<file path="src/hdl/rdag_defs.vh">
// register map, field positions, reset values and codes of the gain limit block
`ifndef RDAG_DEFS_VH
`define RDAG_DEFS_VH

// byte addresses
`define RDAG_CGS1_OFS 8'h08
`define RDAG_CTRL_OFS 8'h20
`define RDAG_STAT_OFS 8'h24

// reset values
`define RDAG_CGS1_RST 32'h00011b01
`define RDAG_SCHEME_RST 2'h0
`define RDAG_SHORT_DIS_RST 1'b0
`define RDAG_DISABLE_RST 1'b0
`define RDAG_INIT_GAIN_RST 4'h0
`define RDAG_RESTRICT_RST 1'b1
`define RDAG_UPPER_RST 4'h1
`define RDAG_LOWER_RST 4'hb
`define RDAG_VSEL_RST 3'h1
`define RDAG_GAIN_RST 4'h1
`define RDAG_RES_RST 5'h0c

// control_gain_select_1 fields
`define RDAG_SHORT_DIS_BIT 28
`define RDAG_DISABLE_BIT 24
`define RDAG_INIT_GAIN_HI 23
`define RDAG_INIT_GAIN_LO 20
`define RDAG_RESTRICT_BIT 16
`define RDAG_UPPER_HI 15
`define RDAG_UPPER_LO 12
`define RDAG_LOWER_HI 11
`define RDAG_LOWER_LO 8
`define RDAG_VSEL_HI 2
`define RDAG_VSEL_LO 0

// own control register fields
`define RDAG_KICK_BIT 0
`define RDAG_SCHEME_HI 5
`define RDAG_SCHEME_LO 4

// status register fields
`define RDAG_ST_GAIN_HI 3
`define RDAG_ST_GAIN_LO 0
`define RDAG_ST_ACTIVE_BIT 4
`define RDAG_ST_FREE_BIT 5
`define RDAG_ST_RES_HI 10
`define RDAG_ST_RES_LO 6
`define RDAG_ST_CERR_BIT 16

// gain control schemes
`define RDAG_SCH_12 2'h0
`define RDAG_SCH_7 2'h1
`define RDAG_SCH_2 2'h2

// gain codes: 0 is x128, 1 is x64 ... 11 is x0.0625
`define RDAG_GAIN_X128 4'h0
`define RDAG_GAIN_MIN_CODE 4'h1
`define RDAG_GAIN_MAX_CODE 4'hb
`define RDAG_STEP_12 5'h01
`define RDAG_STEP_7 5'h02

`endif

</file>
<file path="src/hdl/rdag_code_chk.v">
// legality check of one gain limit code
`timescale 1ns/1ns
`include "rdag_defs.vh"

module rdag_code_chk
(
   input wire [3:0] code,
   output wire legal
);

   // codes 1..11 are usable, 0 and 12..15 are not
   assign legal = (code >= `RDAG_GAIN_MIN_CODE) && (code <= `RDAG_GAIN_MAX_CODE);

endmodule

</file>
<file path="src/hdl/rdag_res_map.v">
// velocity select to conversion resolution decode
`timescale 1ns/1ns
`include "rdag_defs.vh"

module rdag_res_map
(
   input wire [2:0] vsel,
   output reg [4:0] res_bits
);

   // resolution in bits for each maximum velocity choice
   always @*
   begin
      case (vsel)
         3'h0: res_bits = 5'h0d;
         3'h1: res_bits = 5'h0c;
         3'h2: res_bits = 5'h0b;
         3'h3: res_bits = 5'h0a;
         3'h4: res_bits = 5'h10;
         3'h5: res_bits = 5'h0e;
         default: res_bits = 5'h0c;
      endcase
   end

endmodule

</file>
<file path="src/hdl/rdag_top.v">
// gain limit configuration and automatic gain stepping of the tracking loop
//
// The register addresses and the strobed register port were chosen for this implementation.
`timescale 1ns/1ns
`include "rdag_defs.vh"

module rdag_top
(
   input wire ref_clk,
   input wire rst,
   input wire [7:0] addr,
   input wire [31:0] wr_data,
   input wire wr_en,
   input wire rd_en,
   input wire signal_error_recovered,
   input wire gain_step_up,
   input wire gain_step_down,
   output reg [31:0] rd_data_q,
   output reg [3:0] velocity_loop_gain_q,
   output reg gain_control_active_state_q,
   output reg free_running_q,
   output reg integral_reset_trigger_q,
   output reg [2:0] max_velocity_select_q,
   output reg [4:0] resolution_q,
   output reg short_agc_disable_q,
   output reg [3:0] short_init_gain_q
);

   // gain control states
   localparam ST_RUN = 2'd0;
   localparam ST_OFF = 2'd1;
   localparam ST_FREE = 2'd2;

   reg gain_control_disable_q;
   reg high_gain_restrict_q;
   reg [3:0] upper_gain_limit_q;
   reg [3:0] lower_gain_limit_q;
   reg [1:0] agc_scheme_q;
   reg code_error_q;
   reg [1:0] state_q;
   reg [1:0] state_d;
   reg [3:0] gain_d;
   reg [4:0] cand;
   wire [4:0] step;
   wire wr_cgs1;
   wire wr_ctrl;
   wire wr_stat;
   wire kick;
   wire disable_change;
   wire boost;
   wire upper_ok;
   wire lower_ok;
   wire [4:0] res_bits;
   wire [3:0] new_upper;
   wire [3:0] new_lower;

   // address decode, full word writes only
   assign wr_cgs1 = wr_en && (addr == `RDAG_CGS1_OFS);
   assign wr_ctrl = wr_en && (addr == `RDAG_CTRL_OFS);
   assign wr_stat = wr_en && (addr == `RDAG_STAT_OFS);
   assign new_upper = wr_data[`RDAG_UPPER_HI:`RDAG_UPPER_LO];
   assign new_lower = wr_data[`RDAG_LOWER_HI:`RDAG_LOWER_LO];

   // integral reset request written by software
   assign kick = wr_ctrl && wr_data[`RDAG_KICK_BIT];

   // a write that flips the disable bit
   assign disable_change = wr_cgs1 && (wr_data[`RDAG_DISABLE_BIT] != gain_control_disable_q);

   // events that pull the gain high
   assign boost = kick || signal_error_recovered;

   // legality of the incoming limit codes
   rdag_code_chk u_upper_chk
   (
      .code(new_upper),
      .legal(upper_ok)
   );

   rdag_code_chk u_lower_chk
   (
      .code(new_lower),
      .legal(lower_ok)
   );

   // resolution of the current velocity choice
   rdag_res_map u_res_map
   (
      .vsel(max_velocity_select_q),
      .res_bits(res_bits)
   );

   // configuration fields of control_gain_select_1
   always @(posedge ref_clk or posedge rst)
   begin
      if (rst)
      begin
         short_agc_disable_q <= `RDAG_SHORT_DIS_RST;
         gain_control_disable_q <= `RDAG_DISABLE_RST;
         short_init_gain_q <= `RDAG_INIT_GAIN_RST;
         high_gain_restrict_q <= `RDAG_RESTRICT_RST;
         upper_gain_limit_q <= `RDAG_UPPER_RST;
         lower_gain_limit_q <= `RDAG_LOWER_RST;
         max_velocity_select_q <= `RDAG_VSEL_RST;
      end
      else if (wr_cgs1)
      begin
         short_agc_disable_q <= wr_data[`RDAG_SHORT_DIS_BIT];
         gain_control_disable_q <= wr_data[`RDAG_DISABLE_BIT];
         short_init_gain_q <= wr_data[`RDAG_INIT_GAIN_HI:`RDAG_INIT_GAIN_LO];
         high_gain_restrict_q <= wr_data[`RDAG_RESTRICT_BIT];
         max_velocity_select_q <= wr_data[`RDAG_VSEL_HI:`RDAG_VSEL_LO];
         // illegal limit codes are not taken, the old limit stays
         if (upper_ok)
         begin
            upper_gain_limit_q <= new_upper;
         end
         if (lower_ok)
         begin
            lower_gain_limit_q <= new_lower;
         end
      end
   end

   // scheme select in the own control register
   always @(posedge ref_clk or posedge rst)
   begin
      if (rst)
      begin
         agc_scheme_q <= `RDAG_SCHEME_RST;
      end
      else if (wr_ctrl)
      begin
         agc_scheme_q <= wr_data[`RDAG_SCHEME_HI:`RDAG_SCHEME_LO];
      end
   end

   // sticky flag for a refused limit code, a new error wins over the clear
   always @(posedge ref_clk or posedge rst)
   begin
      if (rst)
      begin
         code_error_q <= 1'b0;
      end
      else if (wr_cgs1 && !(upper_ok && lower_ok))
      begin
         code_error_q <= 1'b1;
      end
      else if (wr_stat && wr_data[`RDAG_ST_CERR_BIT])
      begin
         code_error_q <= 1'b0;
      end
   end

   // state sequence: a disable change drops into free running until the trigger
   always @*
   begin
      state_d = state_q;
      case (state_q)
         ST_RUN, ST_OFF:
         begin
            if (disable_change)
            begin
               state_d = ST_FREE;
            end
         end
         ST_FREE:
         begin
            if (kick && gain_control_disable_q)
            begin
               state_d = ST_OFF;
            end
            else if (kick)
            begin
               state_d = ST_RUN;
            end
         end
         default:
         begin
            state_d = ST_FREE;
         end
      endcase
   end

   // state register and its visible flags
   always @(posedge ref_clk or posedge rst)
   begin
      if (rst)
      begin
         state_q <= ST_RUN;
         gain_control_active_state_q <= 1'b1;
         free_running_q <= 1'b0;
      end
      else
      begin
         state_q <= state_d;
         gain_control_active_state_q <= (state_d == ST_RUN);
         free_running_q <= (state_d == ST_FREE);
      end
   end

   // level spacing of the selected scheme
   assign step = (agc_scheme_q == `RDAG_SCH_7) ? `RDAG_STEP_7 : `RDAG_STEP_12;

   // next gain: boost first, then one step within the limits
   always @*
   begin
      gain_d = velocity_loop_gain_q;
      cand = {1'b0, velocity_loop_gain_q};
      if (state_d != ST_RUN)
      begin
         gain_d = velocity_loop_gain_q;
      end
      else if (boost && !high_gain_restrict_q)
      begin
         if (agc_scheme_q == `RDAG_SCH_2)
         begin
            gain_d = upper_gain_limit_q;
         end
         else
         begin
            gain_d = `RDAG_GAIN_X128;
         end
      end
      else if (boost)
      begin
         gain_d = velocity_loop_gain_q;
      end
      else if (agc_scheme_q == `RDAG_SCH_2)
      begin
         // two levels: the limits themselves
         if (gain_step_up)
         begin
            gain_d = upper_gain_limit_q;
         end
         else if (gain_step_down)
         begin
            gain_d = lower_gain_limit_q;
         end
      end
      else if (gain_step_up)
      begin
         // a smaller code is a larger gain
         cand = {1'b0, velocity_loop_gain_q} - step;
         if (cand[4] || (cand < {1'b0, upper_gain_limit_q}))
         begin
            gain_d = upper_gain_limit_q;
         end
         else
         begin
            gain_d = cand[3:0];
         end
      end
      else if (gain_step_down)
      begin
         cand = {1'b0, velocity_loop_gain_q} + step;
         if (cand > {1'b0, lower_gain_limit_q})
         begin
            gain_d = lower_gain_limit_q;
         end
         // from x128 a step down lands on the upper limit, a level of every scheme
         else if ((cand < {1'b0, upper_gain_limit_q}) || (velocity_loop_gain_q == `RDAG_GAIN_X128))
         begin
            gain_d = upper_gain_limit_q;
         end
         else
         begin
            gain_d = cand[3:0];
         end
      end
   end

   // gain from the upper limit of the reset value, one cycle integral reset, registered resolution
   always @(posedge ref_clk or posedge rst)
   begin
      if (rst)
      begin
         velocity_loop_gain_q <= `RDAG_GAIN_RST;
         integral_reset_trigger_q <= 1'b0;
         resolution_q <= `RDAG_RES_RST;
      end
      else
      begin
         velocity_loop_gain_q <= gain_d;
         integral_reset_trigger_q <= kick;
         resolution_q <= res_bits;
      end
   end

   // read data one cycle after the strobe, zero otherwise
   always @(posedge ref_clk or posedge rst)
   begin
      if (rst)
      begin
         rd_data_q <= 32'h00000000;
      end
      else
      begin
         rd_data_q <= 32'h00000000;
         if (rd_en)
         begin
            case (addr)
               `RDAG_CGS1_OFS:
               begin
                  // reserved bits read their reset value of zero
                  rd_data_q[`RDAG_SHORT_DIS_BIT] <= short_agc_disable_q;
                  rd_data_q[`RDAG_DISABLE_BIT] <= gain_control_disable_q;
                  rd_data_q[`RDAG_INIT_GAIN_HI:`RDAG_INIT_GAIN_LO] <= short_init_gain_q;
                  rd_data_q[`RDAG_RESTRICT_BIT] <= high_gain_restrict_q;
                  rd_data_q[`RDAG_UPPER_HI:`RDAG_UPPER_LO] <= upper_gain_limit_q;
                  rd_data_q[`RDAG_LOWER_HI:`RDAG_LOWER_LO] <= lower_gain_limit_q;
                  rd_data_q[`RDAG_VSEL_HI:`RDAG_VSEL_LO] <= max_velocity_select_q;
               end
               `RDAG_CTRL_OFS:
               begin
                  rd_data_q[`RDAG_SCHEME_HI:`RDAG_SCHEME_LO] <= agc_scheme_q;
               end
               `RDAG_STAT_OFS:
               begin
                  rd_data_q[`RDAG_ST_GAIN_HI:`RDAG_ST_GAIN_LO] <= velocity_loop_gain_q;
                  rd_data_q[`RDAG_ST_ACTIVE_BIT] <= gain_control_active_state_q;
                  rd_data_q[`RDAG_ST_FREE_BIT] <= free_running_q;
                  rd_data_q[`RDAG_ST_RES_HI:`RDAG_ST_RES_LO] <= resolution_q;
                  rd_data_q[`RDAG_ST_CERR_BIT] <= code_error_q;
               end
               default:
               begin
                  rd_data_q <= 32'h00000000;
               end
            endcase
         end
      end
   end

endmodule

</file>
<file path="config.mk">
export PLATFORM = sky130hd
export DESIGN_NAME = rdag_top
export DESIGN_NICKNAME = d
export VERILOG_FILES = /design/src/hdl/rdag_code_chk.v /design/src/hdl/rdag_res_map.v /design/src/hdl/rdag_top.v
export VERILOG_INCLUDE_DIRS = /design/src /design/src/hdl
export SDC_FILE = /design/constraint.sdc
export NUM_CORES = 1
export LEC_CHECK = 0
export BUFFER_PORTS_ARGS = -buffer_cell sky130_fd_sc_hd__buf_2
export CAP_MARGIN = 20
export CORE_UTILIZATION = 45
export CTS_CLUSTER_DIAMETER = 30
export DETAILED_ROUTE_END_ITERATION = 10
export PLACE_DENSITY = 0.74
export SLEW_MARGIN = 20
export SYNTH_ARGS = -nofsm -noshare
export SYNTH_HDL_FRONTEND = slang
export SYNTH_HIERARCHICAL = 1
export SYNTH_SLANG_ARGS = --single-unit
</file>
<file path="constraint.sdc">
create_clock -name ref_clk -period 3.11 [get_ports ref_clk]
set_clock_uncertainty 0.1 [all_clocks]
set_input_delay 0.4665 -clock ref_clk [delete_from_list [all_inputs] [get_ports ref_clk]]
set_output_delay 0.4665 -clock ref_clk [all_outputs]
set_load 0.02 [all_outputs]
</file>
==> metrics.cfg, run 1 <==
[run_status]
status = finished clean

[critical_path]
crit_family = compound AO/OA/AOI/OAI gates
crit_type = reg -> reg
slowest_delay_ns = 0.41
endpoint_kind = flop
cp.arrival_ns = 3.28
crit_path_top_delay_cell = dfrtp_1
critPathLaunchType = flop
crit_chain = nand2b_4 -> buf_6 -> ha_4 -> inv_2 -> fa_2 -> xnor2_2 -> ha_2 -> or3_4 -> o22ai_4 -> buf_6 -> o21ai_0 -> a21oi_1 -> o221ai_1 -> a31oi_1
path_max_fanout = 3
crit_required_ns = 3.29
path_buf_inv = 3
critical_path.most_common_cell = buf_6

[synth]
yosysWarnings = 6
yosys_most_used_dff = dfrtp_1
synth_cell_types = 66
ys_seq_area_frac = 0.4556
synth_top_area_cell = dfrtp_1
yosysTopAreaCellShare = 0.3738
ys_async_sr_fraction = 1.000
ys_seq_elements = 58
syn_area_per_cell_um2 = 10.04
synth_cells = 320
synth.cell_area_mm2 = 0.003213
ys_top_cells_by_area = dfrtp_1, dfstp_2, ha_1, nand2_1, mux2_1
synth_edf_count = 0

[timing]
hold_viol = 0
fmax_mhz = 322.1
rsz0062_at_grt = true
min_period_over_period = 0.9984
slew_violations = 0
worst_slack_ns = 0.005020
tightest_slew_ns = 0.7165
min_period_ns = 3.105
setup_viol = 0
slew_headroom = 0.5156

[placement]
dp.cells = 500
dpl_cell_area_mm2 = 0.003767
dpl_worst_slack_ns = -0.05066
io_buffers = 77
gp_congestion = 0.9250
place_hpwl_um = 5855

[pwr]
clkPwrFrac = 0.184
combinationalPowerShare = 0.554
p_per_area_mw_per_mm2 = 800.3
leakage_nw = 2.015
total_power_mw = 3.311
seqPwrFrac = 0.263
ir_drop_mv = 0.6755
internal_power_mw = 2.001
sw_frac_of_total = 0.3958
switchingPower_mw = 1.311

[final_layout]
fin_cells = 521
drive_gt1_frac = 0.3929
stdcell_area_mm2 = 0.004138
area_growth_pct = 28.78
utilization = 0.6057
nNetsFinal = 483
antenna_cells = 0

[floorplan]
die_w_um = 86.50
dieArea_mm2 = 0.007482
core_mm2 = 0.006832
num_rows = 30
io_pins = 99
initial_utilization = 0.4703
die_h_um = 86.50

[clock_tree]
ctsHtreeMaxLevel = 3
clkSinkCount = 58
cts_tree = yes
cts_made_buffers = 9
clk_path_buf_depth = 2
clk_pin_slew_ns = 0.07
root_buffer = clkbuf_8
insertion_delay_ns = 0.35

[global_routing]
grt_max_degree = 32
grt_antenna_before_repair = 0
grt_usage = 0.2259
grt_pass1_vias = 2656
grt_first_pass_wirelength_um = 12760
grt_overflow = 0

[drt]
via_per_inst = 5.369
initialDrtViolationCount = 142
detail_route.wirelength_um = 8122
drcViolationCount = 0
postRouteAntennaNets = 0
vias = 2797
wl_per_cell_um = 15.59
dr.pass1.iters = 4

[run]
drv_cap = 0

[worst_hold_path]
hp-class = in -> reg

==> final cells by class <==
| type | instances | area, um2 |
|---|---|---|
| clock buffer | 9 | 123.9 |
| clock inverter | 7 | 46.29 |
| fill | 614 | 2694 |
| inverter | 16 | 60.06 |
| multi-input combinational | 234 | 1744 |
| sequential | 58 | 1464 |
| tap | 96 | 120.1 |
| timing repair buffer | 101 | 579.3 |
==> worst register-to-register path: cells and delay by family, from the launching register on <==
family,cells,cell delay [ns]
DFF,1,0.41
adders and majority gates,3,0.72
buffers and inverters,3,0.29
xor gates and xnor gates,1,0.17
and+or+nand+nor,2,0.53
AOI/OAI and AO/OA,5,0.82
==> cell usage in the layout (no fill, tap or decap), types with 3 or more instances in the layout <==
cell,instances
a21oi_1,10
a22o_1,8
a31oi_1,6
and2_1,12
buf_2,77
buf_4,20
buf_6,3
clkbuf_8,9
clkinv_2,3
clkinvlp_4,3
conb_1,9
dfrtp_1,48
dfstp_2,10
ha_1,8
ha_4,5
inv_1,13
inv_2,3
mux2_1,8
mux2i_1,3
nand2_1,43
nand3_1,5
nand4_1,4
nor2_1,16
nor2b_1,5
nor3_1,6
nor4_1,4
o211ai_1,4
o21a_1,3
o21ai_0,7
o21ai_1,5
or3_1,4
==> flip-flops by register name (all words and copies together) (netlist names) <==
register,count
code_error_q,1
velocity_loop_gain_q,4
lower_gain_limit_q,4
high_gain_restrict_q,1
gain_control_active_state_q,1
gain_control_disable_q,1
state_q,2
resolution_q,5
integral_reset_trigger_q,1
free_running_q,1
max_velocity_select_q,3
agc_scheme_q,2
short_init_gain_q,4
short_agc_disable_q,1
rd_data_q,23
upper_gain_limit_q,4
==> Yosys cell counts (4+ instances only) <==
cell      number
a22o_1         8
or3_1          5
mux2_1         8
a21oi_1       11
dfrtp_1       48
nand3_1        5
buf_4          9
o21ai_0       11
nand4_1        4
nor4_1         4
dfstp_2       10
nor3_1         6
and2_1        12
inv_1         16
nand2_1       44
a31oi_1        6
o21a_1         4
ha_1          14
nor2_1        16
o211ai_1       4
nor2b_1        6
clkbuf_1       5
==> repair_timing <==
action / 4_1_cts / 5_1_grt
pin swaps: 6 / 19
setup buffers: 1 / 3
setup endpoints to repair: 3 / 4
hold buffers: 1 / 0
gates resized for setup: 12 / 24
endpoints found under the hold margin: 5 / 0
==> metal layers <==
metal / vias up / track usage / part of all wire
met5: - / 0 / 0
met4: 0 / 0.08939 / 0.028
met3: 22 / 0.07810 / 0.067
met2: 133 / 0.3535 / 0.48
met1: 1322 / 0.2878 / 0.43
li1: 1320 / - / -
==> power groups by stage <==
stage          registers (mW)  logic, mW  clock network (mW)
6_report                0.869       1.83               0.608
5_1_grt                 0.874       1.97               0.653
4_1_cts                 0.863       1.52               0.619
3_5_place_dp            0.874       1.39                   0
3_3_place_gp            0.871       1.34                   0
2_1_floorplan           0.908      0.939                   0
==> logic make-up after synthesis <==
family | Yosys count | share of synthesized area
adder cells (fa/ha/maj) | 16 | 0.06698
XOR/XNOR | 4 | 0.01091
multiplexers | 14 | 0.04790
buffers and inverters | 36 | 0.06152
AO/OA/AOI/OAI | 68 | 0.1546
flip-flops | 58 | 0.4556
other | 1 | 0.001167
AND/OR/NAND/NOR | 123 | 0.2013
==> worst paths after layout <==
| check | start | depth (start not counted) | slack (ns) | end |
|---|---|---|---|---|
| worst min-delay path | wr_data[21] | 3 | 0.20 | short_init_gain_q[1] |
| worst min register to register | resolution_q[0] | 1 | 0.38 | rd_data_q[6] |
| min in group asynchronous | rst | 3 | 0.46 | short_init_gain_q[1] |
| worst max register to register | agc_scheme_q[0] | 14 | 0.005 | velocity_loop_gain_q[1] |
| worst max-delay path | agc_scheme_q[0] | 14 | 0.005 | velocity_loop_gain_q[1] |
| max in group asynchronous | rst | 4 | 1.76 | gain_control_active_state_q |
==> metrics by stage <==
step                hold slack [ns]  setup TNS [ns]
floorplan                    0.3542               0
global route                 0.1912         -0.1432
detailed placement           0.2795        -0.09336
global placement             0.2789       -0.008826
CTS                          0.1972               0
finish                       0.2036               0
(Power assumes the default switching activity.)
==> inputs of run 2 (changes only) <==
CORE_ASPECT_RATIO = 0.8   (was unset)
==> run 2 against run 1 <==
  * Clock power is 63% higher
  * Routed wire length is 5.0% higher
  * Maximum frequency is 0.37% higher
  * Flip-flop and latch count stayed put
  * Setup slack better by 0.012 ns
  * Sequential share of layout area is 1.4 points lower
  * Total power is 16% higher
  * Register-to-register slack hardly changed
  * Global-route usage is 1.5 points higher
  * Design area is 4.2% higher
  * Critical path type unchanged
==> metrics.cfg, run 2 (same netlist as run 1, synthesis figures left out) <==
[floorplan]
initial_utilization = 0.4662
num_rows = 27
die_h_um = 77.58
core_mm2 = 0.006892
die_w_um = 96.48
dieArea_mm2 = 0.007485
io_pins = 99

[timing]
tightest_slew_ns = 0.7077
worst_slack_ns = 0.01656
min_period_over_period = 0.9947
hold_slack_ns = 0.2225
fmax_mhz = 323.3
setup_viol = 0
slew_violations = 0
slew_headroom = 0.5265
min_period_ns = 3.093
rsz0062_at_grt = true
hold_viol = 0

[clock_tree]
clk_path_buf_depth = 2
ctsHtreeMaxLevel = 3
cts_made_buffers = 9
root_buffer = clkbuf_8
clk_pin_slew_ns = 0.07
cts_tree = yes
clkSinkCount = 58
insertion_delay_ns = 0.33

[critical_path]
crit_family = compound AO/OA/AOI/OAI gates
cp-startpoint = agc_scheme_q[1]
crit_required_ns = 3.26
cp.arrival_ns = 3.24
path_max_fanout = 3
slowest_delay_ns = 0.49
critical_path.most_common_cell = ha_4
crit_path_top_delay_cell = fa_2
crit_type = reg -> reg
r2r-start = agc_scheme_q[1]
endpoint_kind = flop
crit_chain = nand2b_4 -> buf_6 -> ha_4 -> inv_1 -> fa_2 -> ha_4 -> a21boi_4 -> buf_4 -> o22a_1 -> a21oi_1 -> o41ai_1 -> o21ai_1 -> a41oi_1
path_buf_inv = 3
critPathLaunchType = flop

[global_routing]
grt_first_pass_wirelength_um = 13480
grt_usage = 0.2407
grt_overflow = 0
grt_antenna_before_repair = 0
grt_pass1_vias = 2696
grt_max_degree = 25

[placement]
dpl_cell_area_mm2 = 0.003786
io_buffers = 77
place_hpwl_um = 6144
dp.cells = 495
dpl_worst_slack_ns = -0.1104
gp_congestion = 0.8642

[drt]
postRouteAntennaNets = 0
detail_route.wirelength_um = 8527
drcViolationCount = 0
dr.pass1.iters = 4
vias = 2851
initialDrtViolationCount = 217
via_per_inst = 5.483
wl_per_cell_um = 16.40

[final_layout]
top_regs = rd_data_q x23, resolution_q x5
largest_register_ffs = 23
stdcell_area_mm2 = 0.004310
drive_gt1_frac = 0.3926
final_cell_mix = buf_2, dfrtp_1, nand2_1
nNetsFinal = 491
antenna_cells = 0
regMostFlops = rd_data_q
fin_cells = 520
area_growth_pct = 34.15
final_common_cell = buf_2

[pwr]
p_per_area_mw_per_mm2 = 888.2
ir_drop_mv = 0.5839
total_power_mw = 3.828
leakage_nw = 2.120

[run_status]
status = finished clean

[worst_hold_path]
worstHoldStart = wr_data[21]
hp-class = in -> reg

[run]
drv_cap = 0

## run 2: final timing paths
| kind | end | slack, ns | cells past startpoint |
|---|---|---|---|
| setup reg to reg | velocity_loop_gain_q[3] | 0.02 | 13 |
| hold reg to reg | rd_data_q[7] | 0.37 | 1 |
| hold / removal | short_init_gain_q[1] | 0.22 | 3 |
| setup / recovery | velocity_loop_gain_q[3] | 0.02 | 13 |
| max in group asynchronous | gain_control_active_state_q | 1.66 | 4 |
| min in group asynchronous | rd_data_q[28] | 0.55 | 3 |
## run 2: repair_timing
| item | 4_1_cts | 5_1_grt |
|---|---|---|
| gates resized for setup | 19 | 17 |
| hold buffers | 1 | 0 |
| pin swaps | 10 | 15 |
| endpoints found under the hold margin | 15 | 0 |
| buffers inserted | 3 | 5 |
| cloned | 0 | 0 |
| setup endpoints to repair | 4 | 4 |
## run 2: final cells by class
class | count | area [um2]
fillers | 567 | 2581
multi-input cells | 234 | 1757
flip-flops and latches | 58 | 1464
repair buffers | 109 | 639.4
clock inverters | 5 | 150.1
clock buffers | 11 | 131.4
well taps | 87 | 108.9
inverters | 16 | 60.06
## run 2: metal layers
metal  wire [um]  share of wire  track usage
met1        3936           0.46       0.3409
met2        3792           0.44       0.3507
met3         729          0.085      0.07255
met4          68         0.0080      0.07500
met5           0              0            0
## run 2: worst min-delay path: stages
cell	delay, ns
buf_2	0.07
nand2_1	0.04
nand2_1	0.04
## run 2: per-stage QoR
step,utilization,setup TNS [ns]
global route,0.6255,-0.2469
global placement,0.5494,-0.1499
detailed placement,0.5494,-0.2426
CTS,0.6088,0
finish,0.6255,0
floorplan,-,0
## run 2: where the power goes
| part | total [mW] | leakage (nW) | internal (mW) | switching, mW |
|---|---|---|---|---|
| Combinational | 1.98 | 1.23 | 0.995 | 0.985 |
| Sequential | 0.858 | 0.753 | 0.806 | 0.0524 |
| Clock | 0.991 | 0.138 | 0.696 | 0.295 |
| Total | 3.83 | 2.12 | 2.50 | 1.33 |
